--- config.mk ---
export PLATFORM = sky130hd
export DESIGN_NAME = flash_timing_sequencer
export DESIGN_NICKNAME = d
export VERILOG_FILES = /design/src/logic/flash_seq_pkg.sv /design/src/logic/flash_timing_sequencer.sv /design/src/logic/ftg_tick.sv
export SDC_FILE = /design/constraint.sdc
export NUM_CORES = 1
export LEC_CHECK = 0
export ABC_AREA = 1
export BUFFER_PORTS_ARGS = -buffer_cell sky130_fd_sc_hd__buf_2
export CAP_MARGIN = 10
export CORE_AREA = 5 5 87 69
export CTS_CLUSTER_SIZE = 20
export DETAILED_ROUTE_END_ITERATION = 10
export DIE_AREA = 0 0 92 74
export MAX_ROUTING_LAYER = met4
export SYNTH_ARGS = -nofsm -noshare
export SYNTH_HDL_FRONTEND = slang
export SYNTH_HIERARCHICAL = 1
export SYNTH_SLANG_ARGS = --single-unit
--- constraint.sdc ---
create_clock -name sys_clk -period 4.5 [get_ports sys_clk]
set_input_delay 0.9 -clock sys_clk [delete_from_list [all_inputs] [get_ports sys_clk]]
set_output_delay 0.9 -clock sys_clk [all_outputs]
set_load 0.005 [all_outputs]
--- src/logic/flash_seq_pkg.sv ---
`default_nettype none
package flash_seq_pkg;
   // durations in timing_clock_period units, then the block word limit and the counter widths
   localparam int unsigned WORD_PERIODS = 35;
   localparam int unsigned BLOCK_FIRST_PERIODS = 30;
   localparam int unsigned BLOCK_NEXT_PERIODS = 21;
   localparam int unsigned BLOCK_END_PERIODS = 6;
   localparam int unsigned MASS_ERASE_PERIODS = 5297;
   localparam int unsigned SEG_ERASE_PERIODS = 4819;
   localparam int unsigned BLOCK_MAX_NEXT = 63;
   localparam int unsigned CNT_W = 13;
   localparam int unsigned IDX_W = 6;

   typedef enum logic [2:0] {
      OP_WORD,
      OP_BLOCK,
      OP_MASS_ERASE,
      OP_SEG_ERASE
   } op_kind_t;

   typedef struct packed {
      logic start;
      op_kind_t kind;
   } op_req_t;

   typedef struct packed {
      logic busy;
      logic program_pulse;
      logic erase_pulse;
      logic block_end;
      logic done;
   } flash_ctl_t;
endpackage
`default_nettype wire

--- src/logic/flash_timing_sequencer.sv ---
// How it works
// RQ1 - a word or byte program holds the array for 35 timing periods.
// RQ2 - the first word of a block program takes 30 timing periods.
// RQ3 - every further word of a block, up to 63 more, takes 21 periods.
// RQ4 - a block program closes with a 6 period wait before done.
// RQ5 - a mass erase lasts 5297 timing periods.
// RQ6 - every duration is a fixed constant counted in timing periods.
// RQ7 - the controller keeps the timing clock between 257 and 476 kHz; the sequencer takes timing_clk as an input and never checks its rate.
// RQ8 - software keeps total programming of a 64-byte block under 4 ms.
// RQ9 - software repeats mass erase until 200 ms total is reached.
// RQ10 - a segment erase lasts a fixed count shorter than mass erase.
`timescale 1ns/1ps
`default_nettype none
module flash_timing_sequencer
   import flash_seq_pkg::*;
(
   input wire logic sys_clk,
   input wire logic rst_n,
   input wire logic timing_clk,
   input wire op_req_t req,
   input wire logic block_next,
   input wire logic block_last,
   output flash_ctl_t ctl,
   output logic [IDX_W-1:0] block_index
);
   typedef enum logic [2:0] {
      S_IDLE,
      S_WORD,
      S_BLK_FIRST,
      S_BLK_WAIT,
      S_BLK_NEXT,
      S_BLK_END,
      S_MASS,
      S_SEG
   } state_t;

   localparam logic [CNT_W-1:0] C_WORD = CNT_W'(WORD_PERIODS - 1);
   localparam logic [CNT_W-1:0] C_BFIRST = CNT_W'(BLOCK_FIRST_PERIODS - 1);
   localparam logic [CNT_W-1:0] C_BNEXT = CNT_W'(BLOCK_NEXT_PERIODS - 1);
   localparam logic [CNT_W-1:0] C_BEND = CNT_W'(BLOCK_END_PERIODS - 1);
   localparam logic [CNT_W-1:0] C_MASS = CNT_W'(MASS_ERASE_PERIODS - 1);
   localparam logic [CNT_W-1:0] C_SEG = CNT_W'(SEG_ERASE_PERIODS - 1);
   localparam logic [IDX_W-1:0] IDX_MAX = IDX_W'(BLOCK_MAX_NEXT);

   state_t state;
   state_t next_state;
   logic [CNT_W-1:0] cnt;
   logic [CNT_W-1:0] next_cnt;
   logic [IDX_W-1:0] next_index;
   logic done;
   logic next_done;
   logic tick;
   logic last_tick;
   logic go_more;
   logic go_end;

   timing_tick u_tick (
      .sys_clk(sys_clk),
      .rst_n(rst_n),
      .timing_clk(timing_clk),
      .tick(tick)
   );

   // phase ends on the tick that completes its period count
   assign last_tick = tick && (cnt == '0);
   assign go_more = block_next && (block_index != IDX_MAX);
   assign go_end = block_last || (block_next && block_index == IDX_MAX);

   always_comb begin
      next_state = state;
      next_cnt = cnt;
      next_index = block_index;
      next_done = 1'b0;
      case (state)
         S_IDLE: begin
            if (req.start) begin
               case (req.kind)
                  OP_WORD: begin
                     next_state = S_WORD;
                     next_cnt = C_WORD; // see RQ1
                  end
                  OP_BLOCK: begin
                     next_state = S_BLK_FIRST;
                     next_cnt = C_BFIRST; // see RQ2
                     next_index = '0;
                  end
                  OP_MASS_ERASE: begin
                     next_state = S_MASS;
                     next_cnt = C_MASS; // see RQ5
                  end
                  OP_SEG_ERASE: begin
                     next_state = S_SEG;
                     next_cnt = C_SEG; // see RQ10
                  end
                  default: next_state = S_IDLE;
               endcase
            end
         end
         S_WORD, S_MASS, S_SEG: begin
            if (tick) begin
               next_cnt = cnt - 1'b1; // see RQ6
            end
            if (last_tick) begin
               next_state = S_IDLE;
               next_done = 1'b1;
            end
         end
         S_BLK_FIRST, S_BLK_NEXT: begin
            if (tick) begin
               next_cnt = cnt - 1'b1;
            end
            if (last_tick) begin
               next_state = S_BLK_WAIT;
            end
         end
         S_BLK_WAIT: begin
            if (go_end) begin
               next_state = S_BLK_END;
               next_cnt = C_BEND; // see RQ4
            end else if (go_more) begin
               next_state = S_BLK_NEXT;
               next_cnt = C_BNEXT; // see RQ3
               next_index = block_index + 1'b1;
            end
         end
         S_BLK_END: begin
            if (tick) begin
               next_cnt = cnt - 1'b1;
            end
            if (last_tick) begin
               next_state = S_IDLE;
               next_done = 1'b1; // see RQ4
            end
         end
         default: next_state = S_IDLE;
      endcase
   end

   always_ff @(posedge sys_clk or negedge rst_n) begin
      if (!rst_n) begin
         state <= S_IDLE;
         cnt <= '0;
         block_index <= '0;
         done <= 1'b0;
      end else begin
         state <= next_state;
         cnt <= next_cnt;
         block_index <= next_index;
         done <= next_done;
      end
   end

   assign ctl.busy = (state != S_IDLE);
   assign ctl.program_pulse = (state == S_WORD) || (state == S_BLK_FIRST) ||
                              (state == S_BLK_NEXT);
   assign ctl.erase_pulse = (state == S_MASS) || (state == S_SEG);
   assign ctl.block_end = (state == S_BLK_END);
   assign ctl.done = done;

   // tick counter over one phase, for checking
   logic [CNT_W-1:0] ticks_in_phase;
   always_ff @(posedge sys_clk or negedge rst_n) begin
      if (!rst_n) begin
         ticks_in_phase <= '0;
      end else if (state != next_state || state == S_IDLE) begin
         ticks_in_phase <= '0;
      end else if (tick) begin
         ticks_in_phase <= ticks_in_phase + 1'b1;
      end
   end

   property p_word_len;
      @(posedge sys_clk) disable iff (!rst_n)
      (state == S_WORD && next_state == S_IDLE) |->
         (ticks_in_phase == C_WORD);
   endproperty
   a_word_len: assert property (p_word_len) // see RQ1
      else $error("word program length wrong");

   property p_bfirst_len;
      @(posedge sys_clk) disable iff (!rst_n)
      (state == S_BLK_FIRST && next_state == S_BLK_WAIT) |->
         (ticks_in_phase == C_BFIRST);
   endproperty
   a_bfirst_len: assert property (p_bfirst_len) // see RQ2
      else $error("block first word length wrong");

   property p_bnext_len;
      @(posedge sys_clk) disable iff (!rst_n)
      (state == S_BLK_NEXT && next_state == S_BLK_WAIT) |->
         (ticks_in_phase == C_BNEXT);
   endproperty
   a_bnext_len: assert property (p_bnext_len) // see RQ3
      else $error("block next word length wrong");

   property p_bend_len;
      @(posedge sys_clk) disable iff (!rst_n)
      (state == S_BLK_END && next_state == S_IDLE) |->
         (ticks_in_phase == C_BEND) ##1 done;
   endproperty
   a_bend_len: assert property (p_bend_len) // see RQ4
      else $error("block end wait wrong");

   property p_mass_len;
      @(posedge sys_clk) disable iff (!rst_n)
      (state == S_MASS && next_state == S_IDLE) |->
         (ticks_in_phase == C_MASS);
   endproperty
   a_mass_len: assert property (p_mass_len) // see RQ5
      else $error("mass erase length wrong");

   property p_seg_len;
      @(posedge sys_clk) disable iff (!rst_n)
      (state == S_SEG && next_state == S_IDLE) |->
         (ticks_in_phase == C_SEG) && (C_SEG < C_MASS);
   endproperty
   a_seg_len: assert property (p_seg_len) // see RQ10
      else $error("segment erase length wrong");

   property p_count_only_on_tick;
      @(posedge sys_clk) disable iff (!rst_n)
      (state != S_IDLE && state != S_BLK_WAIT && !tick &&
       state == next_state) |=> $stable(cnt);
   endproperty
   a_count_only_on_tick: assert property (p_count_only_on_tick) // see RQ6
      else $error("counter moved without timing tick");

   property p_index_limit;
      @(posedge sys_clk) disable iff (!rst_n)
      (state == S_BLK_WAIT && block_index == IDX_MAX && block_next) |=>
         (state == S_BLK_END);
   endproperty
   a_index_limit: assert property (p_index_limit) // see RQ3
      else $error("block ran past its last word");

   property p_done_pulse;
      @(posedge sys_clk) disable iff (!rst_n)
      done |=> !done;
   endproperty
   a_done_pulse: assert property (p_done_pulse) // see RQ6
      else $error("done longer than one cycle");

   c_word: cover property (@(posedge sys_clk) disable iff (!rst_n)
      state == S_WORD ##1 state == S_IDLE);
   c_block_next: cover property (@(posedge sys_clk) disable iff (!rst_n)
      state == S_BLK_NEXT);
   c_block_end: cover property (@(posedge sys_clk) disable iff (!rst_n)
      state == S_BLK_END ##1 state == S_IDLE);
   c_seg: cover property (@(posedge sys_clk) disable iff (!rst_n)
      state == S_SEG ##1 state == S_IDLE);
endmodule
`default_nettype wire

--- src/logic/ftg_tick.sv ---
`timescale 1ns/1ps
`default_nettype none
// makes one-cycle ticks from the timing generator clock level
module timing_tick (
   input wire logic sys_clk,
   input wire logic rst_n,
   input wire logic timing_clk,
   output logic tick
);
   logic sync_first;
   logic sync_second;
   logic sync_third;

   always_ff @(posedge sys_clk or negedge rst_n) begin
      if (!rst_n) begin
         sync_first <= 1'b0;
         sync_second <= 1'b0;
         sync_third <= 1'b0;
      end else begin
         sync_first <= timing_clk;
         sync_second <= sync_first;
         sync_third <= sync_second;
      end
   end

   assign tick = sync_second & ~sync_third;
endmodule
`default_nettype wire

After elaboration in Yosys (flattened, before gate mapping):

Cells that the tools add are included.
W data, S select, Z words.

* flip-flop bits (word level): 26
* latch bits: 0
* memory bits (writable): 0
* ROM bits: 0
* output and inout port bits: 11
* memories: 0

* add/subtract/negate cells: 2
* $mul: 0
* div/mod/pow operators: 0
* magnitude comparators: 0
* equal/unequal tests: 21
* shifts and indexed selects: 0
* muxes and demuxes: 20
* bitwise operators: 2
* reductions and logical operators: 18

Operators with widths (count)
* $mux W13: 4
* $pmux W13 S4: 1
* $pmux W13 S3: 1
* $mux W6: 4
* $pmux W3 S4: 2
* $mux W3: 5
* $logic_not A13 Y1: 1
* $sub A13 B1 Y13 const B: 1
* $eq A3 B2 Y1 const B: 4
* $eq A3 B3 Y1 const B: 4
* $pmux W6 S2: 1
* $ne A2 B2 Y1 const B: 4
* $reduce_and A4 Y1: 2
* $add A6 B1 Y6 const B: 1
* $eq A3 B1 Y1 const B: 2
* $eq A6 B6 Y1 const B: 1
* $logic_not A3 Y1: 2
* $ne A2 B1 Y1 const B: 3
* $ne A6 B6 Y1 const B: 1
* $reduce_or A6 Y1: 1
* $ne A5 B1 Y1 const B: 1
* $reduce_and A5 Y1: 1
* $logic_or A1 B1 Y1: 4
* $reduce_or A4 Y1: 1
* 8 further kinds: 11

Longest topological paths before layout:

* word-level depth: 5
* mapped depth: 11
* depth with buffers taken out: 10

By module:

The synthesis kept the hierarchy.

Modules (own cells, without submodules)
* flash_timing_sequencer: times used 1, cells each 255, area an instance 1665.3 um2, sequential area each 575.6 um2
* timing_tick: times used 1, cells each 5, area an instance 85.1 um2, sequential area each 75.1 um2

Worst setup path after synthesis:

Ideal clock, no wire load.

* path type: in2reg
* from: in req[2] (netlist bit)
* to: reg block_index[0]
* arrival time: 1586 ps
* data required time: 4377 ps
* path slack: 2791 ps
* cell stages on the path: 8
* buffers on the path: 0
* cell sequence: inv_1 > nand3_1 > nor2_1 > inv_1 > nand2_1 > nand2_1 > o21ai_0 > nand2_1

* longest elaborated chain between the ends: 3

RTL lines
* start, declared: line flash_timing_sequencer.sv:20 `input wire op_req_t req,`
* $eq A3 B1 Y1: line flash_timing_sequencer.sv:77 `case (req.kind)`
* $ne A2 B1 Y1 (no source line)
* $reduce_and A5 Y1 (no source line)
* end signal, assigned: line flash_timing_sequencer.sv:148 `block_index <= next_index;`
* end, declared: line flash_timing_sequencer.sv:24 `output logic [IDX_W-1:0] block_index`

Every way passes these cells.
A chain may end at the register's enable or synchronous reset.

==> impl_metrics.env <==
export IMPL_crit_type="flop to output port"
export IMPL_cts_htree_levels=1
export IMPL_instances_no_fill=342
export IMPL_wl_per_cell_um=11.6
export IMPL_cts_root_buf="clkbuf_8"
export IMPL_grt_max_degree=27
export IMPL_cts_tree="built"
export IMPL_finalSetupViolCount=0
export IMPL_clk_path_buf_depth=2
export IMPL_place_ws_ns=2.49
export IMPL_peakVddDrop_mv=0.206
export IMPL_min_path_type="flop to flop"
export IMPL_avgSynthCellArea_um2=6.73
export IMPL_period_needed_ns=2.09
export IMPL_max_freq_ghz=0.479
export IMPL_setup_slack_ns=2.41
export IMPL_fin_util_pct=38.0
export IMPL_numCtsBuffers=3
export IMPL_slew_limit_headroom_pct=60.7
export IMPL_hold_buffers=0
export IMPL_antenna_cells=0
export IMPL_gr_usage_all_layers_pct=12.9
export IMPL_synth_warnings=6
export IMPL_yosysUniqueCellTypes=23
export IMPL_synth_adder_area_share_pct=1.43
export IMPL_synthMuxAreaShare_pct=0
export IMPL_cts_sinks=26
export IMPL_worst_pin_slew_ns=0.590
export IMPL_syn_num_nets=271
export IMPL_critPathCaptureType="output port"
export IMPL_die_h_um=74
export IMPL_dp_hpwl_um=3090
export IMPL_synth_top_family_by_area="simple AND/OR/NAND/NOR gates"
export IMPL_dieArea_um2=6810
export IMPL_postCtsSetupBuffers=0
export IMPL_fill_cells=562
export IMPL_cp_required_ns=3.60
export IMPL_syn_to_final_growth_pct=11.2
export IMPL_power_density_nw_per_um2=639
export IMPL_finalClockSkew_ns=0.00439
export IMPL_crit_path_start_kind="flop"
export IMPL_dr_pass1_iters=4
export IMPL_gp_congestion=0.796
export IMPL_drc=0
export IMPL_path_max_fanout=4
export IMPL_drt_iter0_markers=95
export IMPL_period_share_pct=46.4
export IMPL_worstPathArrival_ns=1.19
export IMPL_syn_inst=260
export IMPL_multi_input_area_um2=912
export IMPL_wirelength_um=3960
export IMPL_drv_slew=0
export IMPL_synth_xor_area_share_pct=2.00
export IMPL_yosys_area_share_simple_pct=40.1
export IMPL_seqCellArea_um2=651
export IMPL_nets=292
export IMPL_die_x_um=92
export IMPL_core_um2=5120
export IMPL_rsz0062_at_grt="no"
export IMPL_start_util_pct=34.2
export IMPL_clk_latency_ns=0.27
export IMPL_status="finished clean"
export IMPL_grt_pass1_vias=1462
export IMPL_ant_nets=0
export IMPL_fin_tns_setup_ns=0
export IMPL_num_rows=23
export IMPL_io_buffers=19
export IMPL_ys_ff_latch=26
export IMPL_seq_area_frac_synth_pct=37.2
export IMPL_viasPerCell=4.86
export IMPL_maxCapViolations=0
export IMPL_numPlacedInstances=338
export IMPL_antenna_found_initial=0
export IMPL_vias=1661
export IMPL_synth_compound_area_share_pct=8.58
export IMPL_cts_clk_slew_worst_paths_ns=0.09
export IMPL_synth_area_um2=1750
export IMPL_io_pins=20
export IMPL_grt_first_pass_wirelength_um=6920
export IMPL_cts_resized=0
export IMPL_p_leak_nw=1.09
export IMPL_hold_viol=0
export IMPL_overflow=0
export IMPL_drive_gt1_share_pct=14.3
cells in the final DEF, fill, tap and decap left out, types with 2 or more instances in the layout:
master    instances
ha_1              2
nand4_1           6
nor2_2            3
nor3_1            3
nand2_1          87
o21ai_0          15
buf_2            19
nor2_1           24
dfrtp_1          26
o21ai_2           7
nand3_1          32
clkbuf_8          4
xor2_1            4
nand2_2           3
inv_1            38
through the flow:
step	power [mW]	hold slack, ns	area [um2]
finish	1.24	0.358	1950
global route	1.39	0.368	1950
CTS	1.26	0.362	1950
detailed placement	1.10	0.339	1890
global placement	1.10	0.337	1890
floorplan	0.961	0.331	1750
kinds of logic (layout without fill, tap and decap cells):
family | Yosys count | count (layout)
flip-flops | 26 | 26
AND/OR/NAND/NOR | 161 | 161
AO/OA/AOI/OAI | 24 | 24
buffers and inverters | 43 | 63
adder cells (fa/ha/maj) | 2 | 2
XOR/XNOR | 4 | 4
synth_stat cells:
library cell	instances	area, um2
ha_1	2	25.0
inv_2	1	3.75
buf_12	1	20.0
nand3_2	1	10.0
xor2_1	4	35.0
buf_4	1	7.51
a31oi_1	1	6.26
nor2_1	24	90.1
buf_2	1	5.00
nand3_4	1	17.5
dfrtp_1	26	651
inv_6	1	8.76
inv_1	38	143
nand3_1	32	160
nor2_2	3	18.8
nand2_2	3	18.8
o21ai_2	7	61.3
o21ai_0	15	75.1
nand4_1	6	37.5
o21bai_1	1	7.51
nand2_1	87	327
nand3b_1	1	7.51
nor3_1	3	15.0
report_power, final:
part           internal [mW]  switching, mW  leakage [nW]
combinational          0.233          0.486         0.723
sequential             0.302         0.0695         0.340
clock                 0.0783         0.0735        0.0288
flip-flops by register name, summed over array words and instances (netlist names):
register	count
block_index	6
cnt	13
done	1
state	3
u_tick/sync_first	1
u_tick/sync_second	1
u_tick/sync_third	1
final timing paths:
path                                         from                  to  slack (ns)  cells after the start
worst max-delay path                     state[2]              ctl[3]        2.41                      5
worst min-delay path            u_tick/sync_first  u_tick/sync_second        0.36                      0
worst max register to register           state[1]              cnt[0]        2.76                      9
worst min register to register  u_tick/sync_first  u_tick/sync_second        0.36                      0
max in group asynchronous                   rst_n      block_index[2]        3.49                      1
min in group asynchronous                   rst_n             cnt[10]        0.61                      1
area by class of cell:
type | count | area share [%]
clock buffers | 4 | 2.83
repair buffers | 19 | 4.89
multi-input cells | 191 | 46.9
inverters | 40 | 7.97
flip-flops and latches | 26 | 33.4
well taps | 62 | 3.99
worst max-delay path, stage by stage, from the launching register on:
cell and delay (ns):
dfrtp_1 0.42, inv_1 0.13, nand2_2 0.08, nand3_2 0.11, nand2_1 0.05, buf_2 0.12
metal layers:
metal	share of wire [%]	global-route usage, %
met1	53	18.4
met2	42	18.9
met3	3.8	2.63
met4	0.91	3.13
met5	0	-
Power figures use the tool's default switching activity.
